### src/shared/timer_ctl_params.svh
// Constants of the dual-half timer mode and control block.
// Assumes inclusion by bare name from the package and the design module.
`ifndef TIMER_CTL_PARAMS_SVH
`define TIMER_CTL_PARAMS_SVH
`define ADDR_GLOBAL_CONFIG 12'h000
`define ADDR_HALF_A_MODE 12'h004
`define ADDR_HALF_B_MODE 12'h008
`define ADDR_TIMER_CONTROL 12'h00c
`define CFG_MSB 2
`define MODE_MSB 3
`define MODE_FIELD_MSB 1
`define CTL_EVENT_MSB 11
`define CTL_EVENT_LSB 10
`define CTL_FREEZE_BIT 9
`define CTL_ENABLE_BIT 8
`define CTL_INVERT_BIT 6
`define CTL_TRIGGER_BIT 5
`define CFG_COMBINED 3'h0
`define CFG_CLOCK 3'h1
`define CFG_SPLIT_BIT 2
`define MODE_RESERVED 2'h0
`define MODE_ONE_SHOT 2'h1
`define MODE_PERIODIC 2'h2
`define MODE_CAPTURE 2'h3
`define EDGE_RISING 2'h0
`define EDGE_FALLING 2'h1
`define EDGE_BOTH 2'h3
`define RESET_CFG 3'h0
`define RESET_MODE 4'h0
`define RESET_FIELD 1'b0
`define RESET_EDGE 2'h0
`endif

### src/shared/timer_ctl_pkg.sv
// Types of the dual-half timer mode and control block.
// Assumes the constants header sits beside it.
`include "timer_ctl_params.svh"
package timer_ctl_pkg;
  typedef enum logic [4:0] {
    OP_OFF = 5'h01,
    OP_ONE_SHOT = 5'h02,
    OP_PERIODIC = 5'h04,
    OP_CAPTURE = 5'h08,
    OP_CLOCK = 5'h10
  } op_mode_e;

  typedef struct packed {
    logic psel;
    logic penable;
    logic pwrite;
    logic [11:0] paddr;
    logic [31:0] pwdata;
  } apb_req_s;

  typedef struct packed {
    logic pready;
    logic pslverr;
    logic [31:0] prdata;
  } apb_rsp_s;

  typedef struct packed {
    logic [2:0] global_config;
    logic [3:0] half_a_mode;
    logic [3:0] half_b_mode;
    logic [1:0] edge_select;
    logic debug_freeze;
    logic run_enable;
    logic pwm_invert;
    logic trigger_enable;
    logic [31:0] rdata;
    logic slverr;
  } ctl_state_s;

  typedef struct packed {
    op_mode_e a_mode;
    op_mode_e b_mode;
    logic split;
    logic b_run;
    logic b_capture_armed;
    logic b_rise;
    logic b_fall;
  } half_ctl_s;
endpackage : timer_ctl_pkg

### src/verilog/timer_mode_control.sv
// Mode, enable, edge, freeze, PWM inversion and converter trigger control of a dual-half timer.
// Assumes an APB master on pclk; the counting datapath uses the decoded controls.
//
// Implementation choice: the APB register port.
`timescale 1ns/1ps
`default_nettype none
`include "timer_ctl_params.svh"
module timer_mode_control (
  // Clock and reset.
  input wire logic pclk,
  input wire logic presetn,
  // APB slave.
  input wire timer_ctl_pkg::apb_req_s apb_req,
  output timer_ctl_pkg::apb_rsp_s apb_rsp,
  // Debug and datapath.
  input wire logic debug_halted,
  input wire logic half_a_pwm_raw,
  input wire logic half_a_trigger_raw,
  output timer_ctl_pkg::half_ctl_s half_ctl,
  output logic half_a_pwm_out,
  output logic half_a_converter_trigger,
  output logic half_b_count_enable
);
  import timer_ctl_pkg::*;

  ctl_state_s state_q;
  ctl_state_s state_d;

  function automatic op_mode_e decode_mode(input logic [1:0] field, input logic en);
    op_mode_e m;
    m = OP_OFF;
    if (en) begin
      unique case (field)
        `MODE_ONE_SHOT: m = OP_ONE_SHOT;
        `MODE_PERIODIC: m = OP_PERIODIC;
        `MODE_CAPTURE: m = OP_CAPTURE;
        default: m = OP_OFF;
      endcase
    end
    return m;
  endfunction : decode_mode

  function automatic logic [31:0] control_word(input ctl_state_s s);
    logic [31:0] w;
    w = 32'h0000_0000;
    w[`CTL_EVENT_MSB:`CTL_EVENT_LSB] = s.edge_select;
    w[`CTL_FREEZE_BIT] = s.debug_freeze;
    w[`CTL_ENABLE_BIT] = s.run_enable;
    w[`CTL_INVERT_BIT] = s.pwm_invert;
    w[`CTL_TRIGGER_BIT] = s.trigger_enable;
    return w;
  endfunction : control_word

  logic access;
  logic split;
  logic combined;
  logic rtc_cfg;
  logic [1:0] b_field;

  assign access = apb_req.psel && apb_req.penable;

  always_comb begin
    state_d = state_q;
    if (access && apb_req.pwrite) begin
      state_d.slverr = 1'b0;
      unique case (apb_req.paddr)
        `ADDR_GLOBAL_CONFIG: state_d.global_config = apb_req.pwdata[`CFG_MSB:0];
        `ADDR_HALF_A_MODE: state_d.half_a_mode = apb_req.pwdata[`MODE_MSB:0];
        `ADDR_HALF_B_MODE: state_d.half_b_mode = apb_req.pwdata[`MODE_MSB:0];
        `ADDR_TIMER_CONTROL: begin
          state_d.edge_select = apb_req.pwdata[`CTL_EVENT_MSB:`CTL_EVENT_LSB];
          state_d.debug_freeze = apb_req.pwdata[`CTL_FREEZE_BIT];
          state_d.run_enable = apb_req.pwdata[`CTL_ENABLE_BIT];
          state_d.pwm_invert = apb_req.pwdata[`CTL_INVERT_BIT];
          state_d.trigger_enable = apb_req.pwdata[`CTL_TRIGGER_BIT];
        end
        default: state_d.slverr = 1'b1;
      endcase
    end else if (access) begin
      state_d.slverr = 1'b0;
      state_d.rdata = 32'h0000_0000;
      unique case (apb_req.paddr)
        `ADDR_GLOBAL_CONFIG: state_d.rdata[`CFG_MSB:0] = state_q.global_config;
        `ADDR_HALF_A_MODE: state_d.rdata[`MODE_MSB:0] = state_q.half_a_mode;
        `ADDR_HALF_B_MODE: state_d.rdata[`MODE_MSB:0] = state_q.half_b_mode;
        `ADDR_TIMER_CONTROL: state_d.rdata = control_word(state_q);
        default: state_d.slverr = 1'b1;
      endcase
    end
  end

  always_ff @(posedge pclk or negedge presetn) begin
    if (!presetn) begin
      state_q.global_config <= `RESET_CFG;
      state_q.half_a_mode <= `RESET_MODE;
      state_q.half_b_mode <= `RESET_MODE;
      state_q.edge_select <= `RESET_EDGE;
      state_q.debug_freeze <= `RESET_FIELD;
      state_q.run_enable <= `RESET_FIELD;
      state_q.pwm_invert <= `RESET_FIELD;
      state_q.trigger_enable <= `RESET_FIELD;
      state_q.rdata <= 32'h0000_0000;
      state_q.slverr <= 1'b0;
    end else begin
      state_q <= state_d;
    end
  end

  // Read data and error are registered at the access edge, so each access takes one wait cycle.
  logic ack_q;
  always_ff @(posedge pclk or negedge presetn) begin
    if (!presetn) begin
      ack_q <= 1'b0;
    end else begin
      ack_q <= access && !ack_q;
    end
  end

  always_comb begin
    apb_rsp.pready = ack_q;
    apb_rsp.pslverr = ack_q && state_q.slverr;
    apb_rsp.prdata = state_q.rdata;
  end

  // Configuration decode for both halves.
  assign split = state_q.global_config[`CFG_SPLIT_BIT];
  assign combined = state_q.global_config == `CFG_COMBINED;
  assign rtc_cfg = state_q.global_config == `CFG_CLOCK;
  // Outside the split configuration b_field takes the half A mode field, but b_mode is OP_OFF and b_capture_armed is low there.
  assign b_field = split ? state_q.half_b_mode[`MODE_FIELD_MSB:0]
                         : state_q.half_a_mode[`MODE_FIELD_MSB:0];

  // Freeze matters only while the debugger holds the core halted.
  assign half_b_count_enable = state_q.run_enable
                               && !(state_q.debug_freeze && debug_halted);

  always_comb begin
    half_ctl.split = split;
    half_ctl.a_mode = rtc_cfg ? OP_CLOCK
                    : decode_mode(state_q.half_a_mode[`MODE_FIELD_MSB:0], combined || split);
    half_ctl.b_mode = split ? decode_mode(b_field, 1'b1) : OP_OFF;
    half_ctl.b_run = half_b_count_enable && split;
    half_ctl.b_capture_armed = state_q.run_enable && split
                               && (b_field == `MODE_CAPTURE);
    half_ctl.b_rise = state_q.edge_select == `EDGE_RISING
                      || state_q.edge_select == `EDGE_BOTH;
    half_ctl.b_fall = state_q.edge_select == `EDGE_FALLING
                      || state_q.edge_select == `EDGE_BOTH;
  end

  assign half_a_pwm_out = half_a_pwm_raw ^ state_q.pwm_invert;
  assign half_a_converter_trigger = half_a_trigger_raw && state_q.trigger_enable;
endmodule : timer_mode_control
`default_nettype wire

### config.mk
export PLATFORM = sky130hd
export DESIGN_NAME = timer_mode_control
export DESIGN_NICKNAME = d
export VERILOG_FILES = /design/src/shared/timer_ctl_pkg.sv /design/src/verilog/timer_mode_control.sv
export VERILOG_INCLUDE_DIRS = /design/src /design/src/shared
export SDC_FILE = /design/constraint.sdc
export NUM_CORES = 1
export LEC_CHECK = 0
export BUFFER_PORTS_ARGS = -buffer_cell sky130_fd_sc_hd__buf_4
export CORE_AREA = 3 3 86 68
export DETAILED_ROUTE_END_ITERATION = 8
export DIE_AREA = 0 0 89 71
export PLACE_DENSITY = 0.65
export SLEW_MARGIN = 20
export SYNTH_ARGS = -nofsm -noshare
export SYNTH_HDL_FRONTEND = slang
export SYNTH_SLANG_ARGS = --single-unit
### constraint.sdc
create_clock -name pclk -period 3.1 [get_ports pclk]
set_clock_uncertainty 0.15 [all_clocks]
set_input_delay 0.31 -clock pclk [delete_from_list [all_inputs] [get_ports pclk]]
set_output_delay 0.31 -clock pclk [all_outputs]
set_load 0.05 [all_outputs]
# ---- Word level (Yosys, flattened, before mapping)
# Index checks and enable logic that the tools add are counted.
dict set report totals {
  register_bits 31
  latch_bits 0
  ram_bits 0
  romBits 0
  output_inout_bits 52
  word_cells 62
  mem_count 0
}
dict set report op_classes {
  addsub 0
  mul 0
  div_mod_pow 0
  n_lt_le_gt_ge 0
  eq_ne 12
  shift 0
  muxes 12
  bitwise_logic 2
  reduce_logical 25
}
# cell count
set ops {}
lappend ops {{equality test 12 x 4 -> 1 bit (second input constant)} 2}
lappend ops {{case mux 4 bit (3 select lines)} 2}
lappend ops {{equality test 12 x 3 -> 1 bit (second input constant)} 1}
lappend ops {{logical NOT 12 bit} 1}
lappend ops {{equality test 2 bit (second input constant)} 5}
lappend ops {{logical AND 1 bit} 10}
lappend ops {{2-to-1 mux 5 bit} 2}
lappend ops {{AND reduction 2 bit} 5}
lappend ops {{case mux 3 bit (3 select lines)} 1}
lappend ops {{2-to-1 mux 8 bit} 1}
lappend ops {{equality test 2 x 1 -> 1 bit (second input constant)} 3}
lappend ops {{2-to-1 mux 4 bit} 1}
lappend ops {{OR reduction 4 bit} 1}
lappend ops {{equality test 3 x 1 -> 1 bit (second input constant)} 1}
lappend ops {{logical NOT 3 bit} 1}
lappend ops {{logical OR 1 bit} 3}
lappend ops {{2-to-1 mux 1 bit} 3}
lappend ops {{logical NOT 1 bit} 2}
lappend ops {{logical NOT 2 bit} 1}
lappend ops {{2-to-1 mux 2 bit} 1}
lappend ops {{case mux 1 bit (2 select lines)} 1}
lappend ops {{nonzero test 2 bit} 1}
lappend ops {{inverter 1 bit} 1}
lappend ops {{XOR 1 bit} 1}

# ---- Logic depth before layout (Yosys ltp)
# Gate-level depths: netlist of the first run.
dict set report logic_depth {
  word_depth 5
  ltp_mapped 4
  mapped_depth_nobuf 3
}

# ---- Worst setup path after synthesis of the first run
# Ideal clock, no wire load.
dict set report synth_path {
  path_kind {reg-to-output}
  start {register state_q (netlist bit half_ctl[4])}
  end {output half_ctl[10] (netlist bit)}
  arrival_ps 1858
  t_required_ps 2640
  setup_slack_ps 782
  path_stages_with_launch 4
  n_path_buf 1
  path_cell_list {dfrtp_1 -> clkbuf_1 -> nor2b_1 -> o32ai_1}
}
# item line
set synth_rtl {}
lappend synth_rtl {{start: declaration} timer_mode_control.sv:26} ;# ctl_state_s state_q;
lappend synth_rtl {{start signal: assignment} timer_mode_control.sv:105} ;# state_q <= state_d;
lappend synth_rtl {{end: declaration} timer_mode_control.sv:19} ;# output timer_ctl_pkg::half_ctl_s half_ctl,

==> impl_metrics.ini, run 1 <==
[clock_network]
htreeDepth = 2
clk_pin_slew_ns = 0.06
cts_root_buf = clkbuf_8
cts_sinks = 29
cts_made_buffers = 5
clk_path_buf_depth = 2
clk_latency_ns = 0.27
ctsResizeCount = 0
tritoncts = yes

[sta]
max_freq_mhz = 541
fin_ws_ns = 1.25
whs_ns = 0.118
hold_viol_final = 0
fin_crit_sh = 0.596
grt_setup_unrepaired = no
tns_ns = 0
setup_viol = 0
worst_slew_pin_slew_ns = 0.529
fin_crit_ns = 1.85
slew_violations = 0
max_slew_margin = 0.645

[layout]
seq_area_um2 = 726
n_fill_cell = 526
layout-drive-gt1-share = 0.423
antenna_cells = 0
syn2layout_area_growth_pct = 22.4
multi_input_area_um2 = 788
nNetsFinal = 268

[critical_path]
max_stage_delay_ns = 0.54
cp_data_arrival_time_ns = 1.39
cp-start-kind = flop
critical_path_buf_inv_count = 1
crit_chain = o21bai_1 -> and3_1 -> buf_4
cp-startpoint = half_ctl[4]
crit_fanout = 11
worstPathRequired_ns = 2.64
path_class = reg2out
slowest_stage = dfrtp_1
cpLargestDelayFamily = flip-flops
crit_path_end_kind = output port
reg2reg_from = half_ctl[4]

[drt]
wl_per_cell_um = 12.6
dr.max_layer_used = met4
wirelength_um = 3460
dr_wl_met3_um = 292
dr_wl_met2_um = 1620
drtIter0Drc = 16
via_per_inst = 4.47
met1_length_um = 1520
ant_nets = 0
drc = 0
drtPass1Iterations = 4
num_vias = 1229

[power_and_ir_drop]
internal-power_uw = 562
switching_share = 0.285
irDropWorstVdd_mv = 0.119
leakagePower_uw = 0.00112
p_clk_frac = 0.345
p_sw_uw = 224
power_frac_seq = 0.485
powerDensity_nw_per_um2 = 368
combPwrFrac = 0.171

[floorplan]
boundaryPins = 104
chipWidth_um = 89
initial_core_util = 0.339
design.core.area_um2 = 5150
die_h_um = 71
fp-row-count = 23
dieArea_um2 = 6320

[yosys]
synthDistinctLibCells = 34
yosysTopAreaCell = dfrtp_1
ys.warnings.count = 0
syn_area_um2 = 1750
avgSynthCellArea_um2 = 10.5
synth_seq_cells = 29
yosys-top-cells-area = dfrtp_1, buf_4, mux2_2
seq_area_frac_synth = 0.416
synth_top_area_share = 0.416
synthCells = 166

[grt]
antenna_found_initial = 0
grt_pass1_vias = 1163
grt_max_degree = 30
grt_overflow = 0
gr-usage-all-layers = 0.114
grt_pass1_wl_um = 5440

[placed_design]
dp_hpwl_um = 2800
portBuffers = 58
gp_congestion = 0.744
dp_slack_ns = 1.15

[min_path]
worstHoldStart = apb_req[5]
holdCritPathClass = in2reg

[outcome]
status = completed

[job]
drv_cap = 0
==> cells in the mapped netlist, drive strengths merged <==
cell,number
a21oi,1
and4,1
nor2b,2
nor4,3
ha,2
and3b,2
o21bai,1
clkbuf,1
nor2,5
nand4,5
buf,39
and4bb,1
o31ai,1
and3,3
nor4b,2
nand3b,1
and2,5
or2,1
o21ai,10
conb,1
o32ai,1
nand3,1
xor2,1
nand2,15
dfrtp,29
inv,7
mux2i,3
a2bb2oi,4
mux2,18
==> power by group through the flow <==
stage                     Combinational (µW)  Clock (µW)  Sequential (µW)
after floorplan                          110           0              387
after global placement                   133           0              387
after detailed placement                 134           0              387
after CTS                                135         285              380
after global routing                     143         308              380
final                                    134         271              381
==> final cells by class <==
cell class	count	area share
repair buffers	59	0.208
well taps	62	0.0363
inverters	7	0.0123
flip-flops and latches	29	0.340
clock buffers	5	0.0322
multi-input cells	112	0.369
clock inverters	1	0.00234
==> logic make-up after synthesis <==
group / after synthesis / synth area share
xor gates and xnor gates: 1 / 0.00502
muxes: 21 / 0.133
buffers and inverters: 47 / 0.180
other: 1 / 0.00215
DFF: 29 / 0.416
adders and majority gates: 2 / 0.0143
AOI/OAI and AO/OA: 18 / 0.0652
and+or+nand+nor: 47 / 0.184
==> cells in the final DEF, fill, tap and decap left out, drive strengths merged, types with 2 or more instances in the layout <==
| master | Yosys | final |
|---|---|---|
| and3 | 3 | 3 |
| and2 | 5 | 5 |
| mux2i | 3 | 3 |
| nor2b | 2 | 2 |
| ha | 2 | 2 |
| buf | 39 | 58 |
| mux2 | 18 | 18 |
| inv | 7 | 7 |
| dfrtp | 29 | 29 |
| nand2 | 15 | 15 |
| nor2 | 5 | 5 |
| nand4 | 5 | 5 |
| clkbuf | 1 | 5 |
| and3b | 2 | 2 |
| a2bb2oi | 4 | 4 |
| conb | 1 | 23 |
| nor4b | 2 | 2 |
| o21ai | 10 | 10 |
| nor4 | 3 | 3 |
==> metrics by stage <==
step / area, µm² / std cells / utilization / total power, µW
floorplan: 1830 / 188 / - / 497
global placement: 2050 / 268 / 0.399 / 520
detailed placement: 2050 / 268 / 0.399 / 521
CTS: 2140 / 275 / 0.415 / 800
global route: 2140 / 275 / 0.415 / 831
finish: 2140 / 275 / 0.415 / 785
==> timing repair <==
item / CTS / global route
hold endpoints to repair: 29 / 0
setup buffers: 0 / 0
hold buffers: 1 / 0
==> worst paths after layout <==
kind | end | slack (ns) | cells after the start
min reg2reg | ack_q | 0.30 | 1
max in group asynchronous | state_q[40] | 2.18 | 2
min | state_q[33] | 0.12 | 2
min in group asynchronous | state_q[0] | 0.34 | 2
max | half_ctl[13] | 1.25 | 3
max reg2reg | apb_rsp[2] | 1.85 | 3
==> metal layers <==
layer  vias to the layer above  global-route usage
met2                        46               0.177
met4                         0              0.0347
met1                       574               0.141
li1                        605                   -
met3                         4              0.0512
met5                         -                   0
==> worst register-to-register path, delay by kind of cell, from the launching register on <==
kind	cells	cell delay, ns
AO/OA/AOI/OAI	2	0.30
flip-flops	1	0.50
multiplexers	1	0.18
==> sequential cells by signal (all words and copies together) (netlist names) <==
| signal | count |
|---|---|
| state_q | 17 |
| apb_rsp | 10 |
| ack_q | 1 |
| half_ctl | 1 |
Note: power is estimated with default switching activity, not from simulation.
==> run 2: changes to the inputs <==
==> constraint.sdc (replaced) <==
create_clock -name pclk -period 1.79 [get_ports pclk]
set_clock_uncertainty 0.15 [all_clocks]
set_input_delay 0.179 -clock pclk [delete_from_list [all_inputs] [get_ports pclk]]
set_output_delay 0.179 -clock pclk [all_outputs]
set_load 0.05 [all_outputs]
==> impl_metrics.ini, run 2 (same netlist as run 1, synthesis figures left out) <==
[critical_path]
reg2reg_from = state_q[44]
worstPathRequired_ns = 1.46
path_class = reg2out
reg2reg_depth = 3
cp-start-kind = flop
cp_data_arrival_time_ns = 1.36
crit_fanout = 3
r2r-end = apb_rsp[1]
cp-endpoint = half_ctl[0]
r2r_slack_ns = 0.62
crit_path_end_kind = output port
cp-startpoint = state_q[38]

[clock_network]
cts_made_buffers = 5
clk_latency_ns = 0.27
cts_root_buf = clkbuf_8
clk_pin_slew_ns = 0.06
cts_sinks = 29
clk_path_buf_depth = 2
postCtsSetupBuffers = 0
tritoncts = yes
htreeDepth = 2

[grt]
gr-usage-all-layers = 0.120
grt_pass1_vias = 1239
grt_pass1_wl_um = 5850
grt_overflow = 0
grt_max_degree = 30
antenna_found_initial = 0

[sta]
tns_ns = 0
grt_setup_unrepaired = no
slew_violations = 0
hold_viol_final = 0
fin_crit_ns = 1.69
fin_crit_sh = 0.944
setup_viol = 0
max_freq_mhz = 592

[placed_design]
portBuffers = 58
gp_congestion = 0.759
dp_hpwl_um = 2840
dp.cells = 271

[floorplan]
initial_core_util = 0.339
fp-row-count = 23
design.core.area_um2 = 5150
dieArea_um2 = 6320
chipWidth_um = 89
boundaryPins = 104
die_h_um = 71

[min_path]
holdCritPathClass = in2reg

[power_and_ir_drop]
powerDensity_nw_per_um2 = 638
leakagePower_uw = 0.00116
switching_share = 0.280
power_frac_seq = 0.460
irDropWorstVdd_mv = 0.244
combPwrFrac = 0.171
internal-power_uw = 1030
p_sw_uw = 402
p_clk_frac = 0.369

[layout]
n_fill_cell = 509
antenna_cells = 0
mostFrequentLayoutCell = buf_4
instances_no_fill = 285
largest_reg_flops = 17
final_cell_mix = buf_4, dfrtp_1, conb_1
syn2layout_area_growth_pct = 28.7
layout-drive-gt1-share = 0.435
nNetsFinal = 277
regMostFlops = state_q

[drt]
num_vias = 1283
wl_per_cell_um = 12.7
via_per_inst = 4.50
drtIter0Drc = 34
drtPass1Iterations = 4
wirelength_um = 3620
ant_nets = 0
drc = 0

[job]
drv_cap = 0

[outcome]
status = completed
run 2: final cells by class:
type,instances,area [µm²],share of cell area
multi-input combinational,112,802,0.357
sequential,29,726,0.323
timing repair buffer,68,528,0.235
clock buffer,7,86.3,0.0384
tap,62,77.6,0.0345
inverter,7,26.3,0.0117
run 2: critical path, stage by stage (launching register included):
cell,delay (ns)
dfrtp_1,0.38
inv_1,0.07
ha_1,0.17
or2_2,0.29
buf_4,0.19
run 2: metrics by stage:
stage | cell area (µm²) | worst slack [ns] | hold slack [ns] | util | power [µW]
3_5_place_dp | 2090 | 0.206 | -0.0271 | 0.406 | 905
3_3_place_gp | 2090 | 0.239 | -0.0291 | 0.406 | 903
6_report | 2250 | 0.100 | 0.00731 | 0.436 | 1430
4_1_cts | 2250 | 0.0821 | 0.00388 | 0.436 | 1450
5_1_grt | 2250 | 0.0181 | 0.000822 | 0.436 | 1500
2_1_floorplan | 1840 | 0.00189 | -0.267 | - | 861
run 2: power by group through the flow:
stage	registers [µW]	logic (µW)	clock network, µW
floorplan	670	191	0
finish	659	246	529
global placement	671	233	0
global route	659	263	579
detailed placement	671	234	0
CTS	659	247	548
run 2: worst min path at each step:
stage | startpoint | end | slack, ns | cells past startpoint
6_report | apb_req[3] | state_q[46] | 0.007 | 2
5_1_grt | apb_req[3] | state_q[46] | 0.0008 | 2
4_1_cts | apb_req[3] | state_q[46] | 0.004 | 2
3_5_place_dp | presetn | apb_rsp[11] | -0.03 | 1
3_3_place_gp | presetn | apb_rsp[10] | -0.03 | 1
2_1_floorplan | presetn | ack_q | -0.27 | 0
run 2: what timing repair did:
item,in CTS,in global routing
hold buffers,7,0
endpoints found under the hold margin,35,0
gates resized for setup,0,0
run 2: per-layer routing:
metal / up-vias / track usage / wire, µm
met1: 601 / 0.163 / 1660
met4: 0 / 0.0347 / 41
li1: 625 / - / -
met5: - / 0 / 0
met3: 8 / 0.0373 / 274
met2: 49 / 0.185 / 1640
